`config.mk`:
```
export PLATFORM = sky130hd
export DESIGN_NAME = bfi_top
export DESIGN_NICKNAME = d
export VERILOG_FILES = /design/src/bfi_pkg.sv /design/src/bfi_stage_ind.sv /design/src/bfi_top.sv
export SDC_FILE = /design/constraint.sdc
export NUM_CORES = 1
export LEC_CHECK = 0
export ABC_AREA = 0
export BUFFER_PORTS_ARGS = -buffer_cell sky130_fd_sc_hd__buf_2
export CAP_MARGIN = 25
export CORE_MARGIN = 2
export CORE_UTILIZATION = 35
export CTS_BUF_LIST = sky130_fd_sc_hd__clkbuf_4
export CTS_CLUSTER_SIZE = 10
export DETAILED_ROUTE_END_ITERATION = 7
export HOLD_SLACK_MARGIN = 0.08
export PLACE_DENSITY = 0.63
export SLEW_MARGIN = 20
export SYNTH_ARGS = -nofsm -noshare
export SYNTH_HDL_FRONTEND = slang
export SYNTH_SLANG_ARGS = --single-unit
```
`constraint.sdc`:
```
create_clock -name i_mclk -period 5.4 [get_ports i_mclk]
set_clock_uncertainty 0.15 [all_clocks]
set_input_delay 1.08 -clock i_mclk [delete_from_list [all_inputs] [get_ports i_mclk]]
set_output_delay 1.08 -clock i_mclk [all_outputs]
set_load 0.02 [all_outputs]
```
`src/bfi_pkg.sv`:
```
// Shared constants for the breaker-fail and indication block.
// Assumes a 100 MHz system clock and an APB register port.
package bfi_pkg;
  localparam int CLK_HZ = 100_000_000;
  localparam int MS_PER_S = 1000;
  localparam int CYC_PER_MS = CLK_HZ / MS_PER_S;
  localparam int N_STAGE = 4;
  localparam int N_PHASE = 4;
  localparam int N_SET = 4;
  // Register byte addresses
  localparam logic [7:0] A_FUNC = 8'h00;
  localparam logic [7:0] A_ROUTE = 8'h04;
  localparam logic [7:0] A_BANK = 8'h08;
  localparam logic [7:0] A_CMD = 8'h0C;
  localparam logic [7:0] A_STATUS = 8'h10;
  localparam logic [7:0] A_IRQ_STAT = 8'h14;
  localparam logic [7:0] A_IRQ_MASK = 8'h18;
  localparam logic [7:0] A_SET_MAIN = 8'h20;
  localparam logic [7:0] A_SET_SECOND = 8'h30;
  localparam logic [7:0] A_SET_ACTIVE = 8'h40;
  localparam logic [7:0] A_SET_MASK = 8'hF0;
  // Field positions
  localparam int F_BF_EN = 3;
  localparam int F_TRIP_LATCH = 6;
  localparam int F_TS1_AUX = 0;
  localparam int F_CMD_BANK_GO = 0;
  localparam int F_CMD_BANK_VAL = 1;
  localparam int F_CMD_TRIP_CLR = 2;
  localparam int F_SET_BF_DELAY = 0;
  // Reset values
  localparam logic [23:0] FUNC_RST = 24'h000008;
  localparam logic [23:0] ROUTE_RST = 24'h00F00F;
  localparam logic [31:0] BF_DELAY_MS_RST = 32'h0000006E;
  // Display codes
  localparam logic [3:0] CODE_NONE = 4'h0;
  localparam logic [3:0] CODE_BF = 4'h9;
  localparam logic [3:0] CODE_FAULT_RED = 4'h1;
  // Interrupt bits
  localparam int IRQ_TRIP = 0;
  localparam int IRQ_BF = 1;
  localparam int IRQ_FAULT = 2;
  localparam int IRQ_START = 3;
  localparam int N_IRQ = 4;
  typedef enum logic [1:0] {
    BF_IDLE = 2'b00,
    BF_RUN = 2'b01,
    BF_TRIPPED = 2'b11
  } bfi_bf_state_t;
endpackage

```
`src/bfi_stage_ind.sv`:
```
// Start and operate indication latch for one protection stage.
// Assumes start/operate inputs synchronous to i_mclk.
`timescale 1ns/100ps
module bfi_stage_ind (
  input wire logic i_mclk,
  input wire logic i_rst,
  input wire logic i_start,
  input wire logic i_operate,
  input wire logic i_manual,
  input wire logic i_clear,
  output logic o_start_ind,
  output logic o_op_ind
);
  logic start_ff;
  logic op_ff;
  logic seen_op_ff;

  // Set wins over the push-button clear
  always_ff @(posedge i_mclk) begin
    if (i_rst) begin
      op_ff <= 1'b0;
    end else begin
      op_ff <= i_operate | (op_ff & ~i_clear);
    end
  end

  // Remembers an operate during the current start episode
  always_ff @(posedge i_mclk) begin
    if (i_rst) begin
      seen_op_ff <= 1'b0;
    end else if (!i_start) begin
      seen_op_ff <= 1'b0;
    end else begin
      seen_op_ff <= seen_op_ff | i_operate;
    end
  end

  always_ff @(posedge i_mclk) begin
    if (i_rst) begin
      start_ff <= 1'b0;
    end else if (i_start) begin
      start_ff <= 1'b1;
    end else if (i_clear) begin
      start_ff <= 1'b0;
    end else if (!i_manual && !seen_op_ff && !op_ff) begin
      start_ff <= 1'b0;
    end
  end

  assign o_start_ind = start_ff;
  assign o_op_ind = op_ff;
endmodule

```
`src/bfi_top.sv`:
```
// Breaker-fail delay, setting banks, output routing and front indication.
// Assumes stage, button and fault inputs synchronous to i_mclk; APB slave.
// Notes on behaviour
// - Aux trip rises when main trip stays on with fault past the delay.
// - Bit 3 of function switch group a enables breaker-fail timing.
// - Two banks of settings are held and exactly one is active.
// - Bank changes by serial command, external input or menu value.
// - Routing group c makes the first output a start or an aux trip.
// - Group a routes start and main trip, group b the extra trips.
// - One trip lamp lights on operation of any stage.
// - Shown operation code stays until the reset push-button.
// - Indication latches never feed protection or output logic.
// - Start indication self-clears unless manual reset is selected or the stage operated.
// - Codes 1-8 are start/operate per stage, code 9 is breaker fail.
// - Phase indicators latch on operation, cleared by reset button.
// - A self-supervision fault lights its lamp and drives its relay.
// - Fault display shows red digit one and a green fault number.
// - Latched main trip clears on both buttons or a serial command.
//
// The placing of the registers and register access over APB are this design's own decisions.
`timescale 1ns/100ps
module bfi_top
  import bfi_pkg::*;
#(
  parameter int P_CYC_PER_MS = CYC_PER_MS
) (
  input wire logic i_mclk,
  input wire logic i_rst,
  input wire logic i_psel,
  input wire logic i_penable,
  input wire logic i_pwrite,
  input wire logic [7:0] i_paddr,
  input wire logic [31:0] i_pwdata,
  input wire logic [N_STAGE-1:0] i_stage_start,
  input wire logic [N_STAGE-1:0] i_stage_operate,
  input wire logic [N_PHASE-1:0] i_phase_over,
  input wire logic i_fault_present,
  input wire logic i_external_control_in,
  input wire logic i_btn_reset,
  input wire logic i_btn_program,
  input wire logic i_self_fault,
  input wire logic [3:0] i_fault_num,
  output logic [31:0] o_prdata,
  output logic o_pready,
  output logic o_pslverr,
  output logic o_irq,
  output logic o_start_or_aux_trip_out,
  output logic o_main_trip_out,
  output logic o_start_out,
  output logic o_extra_trip_out_a,
  output logic o_extra_trip_out_b,
  output logic o_trip_lamp,
  output logic o_internal_fault_alarm,
  output logic o_fault_lamp,
  output logic [3:0] o_disp_code,
  output logic [3:0] o_disp_green,
  output logic o_disp_red,
  output logic [N_PHASE-1:0] o_phase_ind,
  output logic o_active_bank
);
  logic [23:0] func_ff;
  logic [23:0] route_ff;
  logic bank_menu_ff;
  logic bank_ff;
  logic ext_q_ff;
  logic [31:0] set_mem [2][N_SET];
  logic [N_IRQ-1:0] irq_stat_ff;
  logic [N_IRQ-1:0] irq_mask_ff;
  logic pready_ff;
  logic pslverr_ff;
  logic [31:0] prdata_ff;
  logic main_trip_ff;
  logic main_q_ff;
  logic aux_ff;
  logic ts1_ff;
  logic start_out_ff;
  logic xa_ff;
  logic xb_ff;
  logic lamp_ff;
  logic irf_ff;
  logic [3:0] code_ff;
  logic [3:0] green_ff;
  logic red_ff;
  logic [N_PHASE-1:0] phase_ff;
  logic bf_ind_ff;
  logic btn_q_ff;
  logic start_q_ff;
  bfi_bf_state_t bf_state_ff;
  bfi_bf_state_t nxt_bf_state;
  logic [31:0] pre_ff;
  logic [31:0] ms_ff;
  logic [N_STAGE-1:0] start_ind;
  logic [N_STAGE-1:0] op_ind;
  logic [3:0] nxt_code;
  logic wr;
  logic rd;
  logic btn_clear;
  logic trip_clear;
  logic cmd_trip_clr;
  logic main_trip_now;
  logic main_rise;
  logic bf_fire;
  logic [7:0] base_off;
  logic [1:0] word_idx;
  logic [N_IRQ-1:0] irq_ev;
  logic [31:0] rd_word;
  logic rd_ok;

  assign wr = i_psel & i_penable & pready_ff & i_pwrite;
  assign rd = i_psel & i_penable & ~pready_ff;
  assign base_off = i_paddr & A_SET_MASK;
  assign word_idx = i_paddr[3:2];
  assign cmd_trip_clr = wr & (i_paddr == A_CMD) & i_pwdata[F_CMD_TRIP_CLR];
  assign btn_clear = i_btn_reset & ~btn_q_ff & ~i_btn_program;
  assign trip_clear = (i_btn_reset & i_btn_program) | cmd_trip_clr;

  // One wait state: answer registered in the first access cycle
  always_ff @(posedge i_mclk) begin
    if (i_rst) begin
      pready_ff <= 1'b0;
    end else begin
      pready_ff <= rd;
    end
  end

  always_comb begin
    rd_word = 32'h00000000;
    rd_ok = 1'b1;
    case (i_paddr)
      A_FUNC: rd_word = {8'h00, func_ff};
      A_ROUTE: rd_word = {8'h00, route_ff};
      A_BANK: rd_word = {31'h00000000, bank_menu_ff};
      A_CMD: rd_word = 32'h00000000;
      A_STATUS: rd_word = {11'h000, bank_ff, aux_ff, main_trip_ff, irf_ff,
                           phase_ff, red_ff, green_ff, code_ff, lamp_ff,
                           3'h0};
      A_IRQ_STAT: rd_word = {28'h0000000, irq_stat_ff};
      A_IRQ_MASK: rd_word = {28'h0000000, irq_mask_ff};
      default: begin
        if (i_paddr[1:0] != 2'h0) begin
          rd_ok = 1'b0;
        end else if (base_off == A_SET_MAIN) begin
          rd_word = set_mem[0][word_idx];
        end else if (base_off == A_SET_SECOND) begin
          rd_word = set_mem[1][word_idx];
        end else if (base_off == A_SET_ACTIVE) begin
          rd_word = set_mem[bank_ff][word_idx];
        end else begin
          rd_ok = 1'b0;
        end
      end
    endcase
  end

  always_ff @(posedge i_mclk) begin
    if (i_rst) begin
      prdata_ff <= 32'h00000000;
      pslverr_ff <= 1'b0;
    end else if (rd) begin
      prdata_ff <= i_pwrite ? 32'h00000000 : rd_word;
      pslverr_ff <= ~rd_ok;
    end
  end

  always_ff @(posedge i_mclk) begin
    if (i_rst) begin
      func_ff <= FUNC_RST;
      route_ff <= ROUTE_RST;
      irq_mask_ff <= '0;
    end else if (wr) begin
      if (i_paddr == A_FUNC) func_ff <= i_pwdata[23:0];
      if (i_paddr == A_ROUTE) route_ff <= i_pwdata[23:0];
      if (i_paddr == A_IRQ_MASK) irq_mask_ff <= i_pwdata[N_IRQ-1:0];
    end
  end

  // Two full banks; only the active one steers the timer
  always_ff @(posedge i_mclk) begin
    if (i_rst) begin
      for (int b = 0; b < 2; b++) begin
        for (int w = 0; w < N_SET; w++) begin
          set_mem[b][w] <= (w == F_SET_BF_DELAY) ? BF_DELAY_MS_RST : '0;
        end
      end
    end else if (wr && i_paddr[1:0] == 2'h0) begin
      if (base_off == A_SET_MAIN) set_mem[0][word_idx] <= i_pwdata;
      if (base_off == A_SET_SECOND) set_mem[1][word_idx] <= i_pwdata;
    end
  end

  // In one cycle the menu write beats the serial command, which beats the external input
  always_ff @(posedge i_mclk) begin
    if (i_rst) begin
      bank_menu_ff <= 1'b0;
      bank_ff <= 1'b0;
      ext_q_ff <= 1'b0;
    end else begin
      ext_q_ff <= i_external_control_in;
      if (wr && i_paddr == A_BANK) begin
        bank_menu_ff <= i_pwdata[0];
        bank_ff <= i_pwdata[0];
      end else if (wr && i_paddr == A_CMD && i_pwdata[F_CMD_BANK_GO]) begin
        bank_ff <= i_pwdata[F_CMD_BANK_VAL];
      end else if (i_external_control_in != ext_q_ff) begin
        bank_ff <= i_external_control_in;
      end
    end
  end

  // Protection path reads stage inputs only, never the latches
  assign main_trip_now = |(i_stage_operate & route_ff[7:4]);

  always_ff @(posedge i_mclk) begin
    if (i_rst) begin
      main_trip_ff <= 1'b0;
    end else if (main_trip_now) begin
      main_trip_ff <= 1'b1;
    end else if (!func_ff[16+F_TRIP_LATCH] || trip_clear) begin
      main_trip_ff <= 1'b0;
    end
  end

  assign main_rise = main_trip_ff & ~main_q_ff;
  assign bf_fire = (bf_state_ff == BF_RUN) & i_fault_present
                   & (ms_ff >= set_mem[bank_ff][F_SET_BF_DELAY]);

  always_comb begin
    nxt_bf_state = bf_state_ff;
    case (bf_state_ff)
      BF_IDLE: begin
        if (main_rise && func_ff[F_BF_EN] && i_fault_present) begin
          nxt_bf_state = BF_RUN;
        end
      end
      BF_RUN: begin
        if (!i_fault_present || !main_trip_ff || !func_ff[F_BF_EN]) begin
          nxt_bf_state = BF_IDLE;
        end else if (bf_fire) begin
          nxt_bf_state = BF_TRIPPED;
        end
      end
      BF_TRIPPED: begin
        if (!main_trip_ff) nxt_bf_state = BF_IDLE;
      end
      default: nxt_bf_state = BF_IDLE;
    endcase
  end

  always_ff @(posedge i_mclk) begin
    if (i_rst) begin
      bf_state_ff <= BF_IDLE;
      main_q_ff <= 1'b0;
    end else begin
      bf_state_ff <= nxt_bf_state;
      main_q_ff <= main_trip_ff;
    end
  end

  // Millisecond prescaler keeps the compare narrow
  always_ff @(posedge i_mclk) begin
    if (i_rst || bf_state_ff != BF_RUN) begin
      pre_ff <= '0;
      ms_ff <= '0;
    end else if (pre_ff == 32'(P_CYC_PER_MS - 1)) begin
      pre_ff <= '0;
      ms_ff <= ms_ff + 32'h00000001;
    end else begin
      pre_ff <= pre_ff + 32'h00000001;
    end
  end

  always_ff @(posedge i_mclk) begin
    if (i_rst) begin
      aux_ff <= 1'b0;
      ts1_ff <= 1'b0;
      start_out_ff <= 1'b0;
      xa_ff <= 1'b0;
      xb_ff <= 1'b0;
    end else begin
      aux_ff <= (nxt_bf_state == BF_TRIPPED);
      ts1_ff <= route_ff[16+F_TS1_AUX] ? (nxt_bf_state == BF_TRIPPED)
                : |(i_stage_start & route_ff[23:20]);
      start_out_ff <= |(i_stage_start & route_ff[3:0]);
      xa_ff <= |(i_stage_operate & route_ff[11:8]);
      xb_ff <= |(i_stage_operate & route_ff[15:12]);
    end
  end

  genvar g;
  generate
    for (g = 0; g < N_STAGE; g++) begin : g_stage
      bfi_stage_ind u_ind (
        .i_mclk(i_mclk),
        .i_rst(i_rst),
        .i_start(i_stage_start[g]),
        .i_operate(i_stage_operate[g]),
        .i_manual(func_ff[8+g]),
        .i_clear(btn_clear),
        .o_start_ind(start_ind[g]),
        .o_op_ind(op_ind[g])
      );
    end
  endgenerate

  // Breaker fail outranks operate codes, which outrank start codes
  always_comb begin
    nxt_code = CODE_NONE;
    for (int s = 0; s < N_STAGE; s++) begin
      if (start_ind[s] && nxt_code == CODE_NONE) nxt_code = 4'(2 * s + 1);
    end
    for (int s = 0; s < N_STAGE; s++) begin
      if (op_ind[s]) nxt_code = 4'(2 * s + 2);
    end
    if (bf_ind_ff) nxt_code = CODE_BF;
  end

  always_ff @(posedge i_mclk) begin
    if (i_rst) begin
      btn_q_ff <= 1'b0;
      bf_ind_ff <= 1'b0;
      phase_ff <= '0;
      lamp_ff <= 1'b0;
    end else begin
      btn_q_ff <= i_btn_reset;
      bf_ind_ff <= bf_fire | (bf_ind_ff & ~btn_clear);
      if (|i_stage_operate) begin
        phase_ff <= phase_ff | i_phase_over;
      end else if (btn_clear) begin
        phase_ff <= '0;
      end
      lamp_ff <= |i_stage_operate | (lamp_ff & ~btn_clear);
    end
  end

  always_ff @(posedge i_mclk) begin
    if (i_rst) begin
      irf_ff <= 1'b0;
      code_ff <= CODE_NONE;
      green_ff <= 4'h0;
      red_ff <= 1'b0;
    end else begin
      irf_ff <= i_self_fault;
      red_ff <= i_self_fault;
      green_ff <= i_self_fault ? i_fault_num : 4'h0;
      code_ff <= i_self_fault ? CODE_FAULT_RED : nxt_code;
    end
  end

  assign irq_ev = {(|i_stage_start) & ~start_q_ff, i_self_fault & ~irf_ff,
                   bf_fire, main_rise};

  // Sticky status, write one to clear; a new event beats the clear
  always_ff @(posedge i_mclk) begin
    if (i_rst) begin
      irq_stat_ff <= '0;
      start_q_ff <= 1'b0;
    end else begin
      start_q_ff <= |i_stage_start;
      if (wr && i_paddr == A_IRQ_STAT) begin
        irq_stat_ff <= (irq_stat_ff & ~i_pwdata[N_IRQ-1:0]) | irq_ev;
      end else begin
        irq_stat_ff <= irq_stat_ff | irq_ev;
      end
    end
  end

  logic irq_ff;
  always_ff @(posedge i_mclk) begin
    if (i_rst) begin
      irq_ff <= 1'b0;
    end else begin
      irq_ff <= |(irq_stat_ff & irq_mask_ff);
    end
  end

  assign o_prdata = prdata_ff;
  assign o_pready = pready_ff;
  assign o_pslverr = pslverr_ff;
  assign o_irq = irq_ff;
  assign o_start_or_aux_trip_out = ts1_ff;
  assign o_main_trip_out = main_trip_ff;
  assign o_start_out = start_out_ff;
  assign o_extra_trip_out_a = xa_ff;
  assign o_extra_trip_out_b = xb_ff;
  assign o_trip_lamp = lamp_ff;
  assign o_internal_fault_alarm = irf_ff;
  assign o_fault_lamp = irf_ff;
  assign o_disp_code = code_ff;
  assign o_disp_green = green_ff;
  assign o_disp_red = red_ff;
  assign o_phase_ind = phase_ff;
  assign o_active_bank = bank_ff;
endmodule

```
==> key figures <==
Clock tree
  • CTS tree: yes
  • # resized after CTS: 0
  • Max Root-Sink Buffers: 3
  • Hold_buf cts: 0
  • Post-CTS Setup Inserts: 0
  • CTS buffer count: 117
  • Worst-Skew Late Latency: 910 ps
  • CTS Sinks: 453
  • CTS root buf: clkbuf_4
  • H-tree depth: 3
  • Clk slew on worst S/H paths: 70 ps

Finish
  • Nets@finish: 2259
  • Most frequent cells in the layout: edfxtp_1, and2_1, dfxtp_1
  • Seq. cell area: 11600 um^2
  • Area of the multi-input gates: 10500 um^2
  • Post-Layout Inst Area: 25800 um^2
  • Synth-to-Final Area Change: 13.5%
  • Most common cell after layout, fill and taps aside: edfxtp_1
  • Fin util: 0.402
  • # fillers: 6066
  • Share of layout cells above drive strength 1: 0.211

GRT
  • Largest net degree at the start of global routing: 98
  • Global-route wire length before repair: 103000 um
  • Number of global-route vias before repair: 17100
  • Congestion Overflow GR: 0
  • Gr usage total: 0.202
  • Initial antenna violation count: 6

Yosys
  • Synth warn: 0
  • Post-synth EDFFs: 256
  • Avg Cell Area, Syn: 11.3 um^2
  • Area share of the largest cell type after synthesis: 0.338
  • Synth unique cells: 64
  • Sequential-to-total area share from yosys stat: 0.511
  • Share of flip-flops with an asynchronous set or reset: 0
  • Synth Cell Area: 22800 um^2
  • Most common flop cell mapped by yosys: edfxtp_1
  • Main area contributors after synthesis: edfxtp_1, dfxtp_1, mux4_2
  • Syn Nets: 2118
  • Post-Synthesis Cells: 2018
  • Seq cells post-synth: 453
  • Area leader, netlist: edfxtp_1

Die
  • Die X: 259 um
  • Initial Utilization: 0.354
  • Core area: 64300 um^2
  • I/O pins: 123
  • Cell row count: 93
  • Total die area: 67100 um^2
  • Chip height: 259 um

Setup path
  • Startpoint Class: flop
  • R2R depth: 9
  • Critical Path RT: 5940 ps
  • WP data arrival: 4440 ps
  • Crit Path Max Fanout: 38
  • Crit. End Element: flop
  • Setup CP Type: reg2reg

STA
  • Hold violation count in the final report: 0
  • Post-route setup slack: 1490 ps
  • RSZ-0062 raised after global routing: no
  • Max Freq: 256 MHz
  • Fin. max-slew vios: 0
  • Setup tns final: 0 ps
  • Number of setup violations in the final report: 0
  • Slew @ Worst Pin: 1060 ps
  • Max_slew headroom: 0.296
  • Post-layout min period: 3910 ps
  • Final Cycle Share: 0.723

Min path
  • Hold Crit Depth: 2
  • Hold Crit Class: in2reg

Detailed routing
  • WL/cell: 22.0 um
  • WL final: 68300 um
  • Average vias per placed instance: 5.53
  • DR pass1 iterations: 5
  • ANT nets after route: 0
  • Initial DRC count: 1604
  • Via count: 17200
  • DRC viols: 0

Placed design
  • Post-place instance area: 24300 um^2
  • Gpl congestion: 0.887
  • PortBufs: 122
  • Post-Place Worst Slack: 1090 ps
  • Post-DP HPWL: 44400 um

Outcome
  • Status: completed

Power
  • Maximum VDD drop: 0.000152 V
  • Power per standard cell area: 287 nW/um^2
  • Overall power: 0.00743 W
  • Leak Pwr: 9.37 nW

Job
  • Max-cap viol count: 0
[critical path: stages, from the launching register on]
cell and delay, ps:
dfxtp_4 770, buf_12 360, mux2i_1 550, ha_1 340, nand4_1 150, nor2_1 70
a221oi_1 320, o211ai_1 180, a311oi_1 650, nor2_1 160
[cell families (layout without fill, tap and decap cells)]
| logic type | after synthesis | in the layout | share of synthesized area |
|---|---|---|---|
| and+or+nand+nor | 745 | 745 | 0.173 |
| AOI/OAI and AO/OA | 335 | 335 | 0.0857 |
| other | 0 | 5 | 0 |
| muxes | 245 | 245 | 0.162 |
| buffers and inverters | 159 | 389 | 0.0308 |
| DFF | 453 | 453 | 0.511 |
| xor gates and xnor gates | 46 | 46 | 0.0177 |
| adders and majority gates | 35 | 35 | 0.0191 |
[report_power, final]
part           leakage [nW]  internal, W  total [W]  switching [W]
Combinational          4.23     0.000229   0.000585       0.000356
Sequential             4.23      0.00371    0.00378      0.0000644
Clock                 0.904      0.00160    0.00306        0.00146
[path summary, 6_finish.rpt]
kind / slack (ps) / to / from
hold reg to reg: 270 / irq_stat_ff[3]$_SDFF_PP0_ / start_q_ff$_SDFF_PP0_
hold / removal: 230 / o_disp_green[0]$_SDFF_PP0_ / i_fault_num[0]
setup reg to reg: 1490 / o_start_or_aux_trip_out$_SDFF_PP0_ / flop
setup / recovery: 1490 / o_start_or_aux_trip_out$_SDFF_PP0_ / flop
[metrics by stage]
step | std cells | hold WS [ps]
after global routing | 3104 | 178
final | 3108 | 229
after CTS | 3103 | 155
after global placement | 2895 | 256
after floorplan | 2018 | 250
after detailed placement | 2895 | 274
[state kept, by name, summed over array words and instances, names as in the netlist, 2 cells and up, named ones only]
register and flops:
bf_state_ff 2, g_stage.u_ind.o_op_ind 4, set_mem 256, o_prdata 32
o_disp_code 4, route_ff 24, g_stage.u_ind.o_start_ind 4, ms_ff 32
irq_mask_ff 4, irq_stat_ff 4, pre_ff 32, func_ff 24
o_phase_ind 4, g_stage.u_ind.seen_op_ff 4, o_disp_green 4
[synthesized netlist by cell type, types with 5 or more instances]
cell type,number
nor4_1,15
xnor2_1,27
inv_1,23
nand3b_1,5
buf_4,11
a22oi_1,24
buf_1,8
clkbuf_2,11
nor2b_1,8
xor2_1,19
o211ai_1,7
mux2i_1,142
or3_1,17
nor2_1,111
mux4_2,99
nand4_1,22
buf_2,33
edfxtp_1,256
clkbuf_1,72
nand3_1,33
a221oi_1,5
o21ai_0,140
a31oi_1,5
nor4_2,5
and2_1,253
and3_1,9
and4_1,7
nand2b_1,18
o21a_1,26
a21oi_1,102
ha_1,34
dfxtp_1,197
nor3_1,27
nand2_1,195
[layer usage]
metal / up-vias / global-route usage / part of all wire
li1: 7734 / - / -
met1: 8491 / 0.261 / 0.41
met2: 764 / 0.329 / 0.48
met3: 187 / 0.0417 / 0.077
met4: 6 / 0.0870 / 0.038
met5: - / 0 / 0.00067
[final cells by class]
class | instances | share of cell area
well taps | 855 | 0.0414
clock inverters | 43 | 0.0115
inverters | 23 | 0.00334
flip-flops and latches | 453 | 0.450
diodes | 5 | 0.000484
repair buffers | 158 | 0.0370
clock buffers | 165 | 0.0479
multi-input cells | 1406 | 0.408
Power figures use the tool's default switching activity.
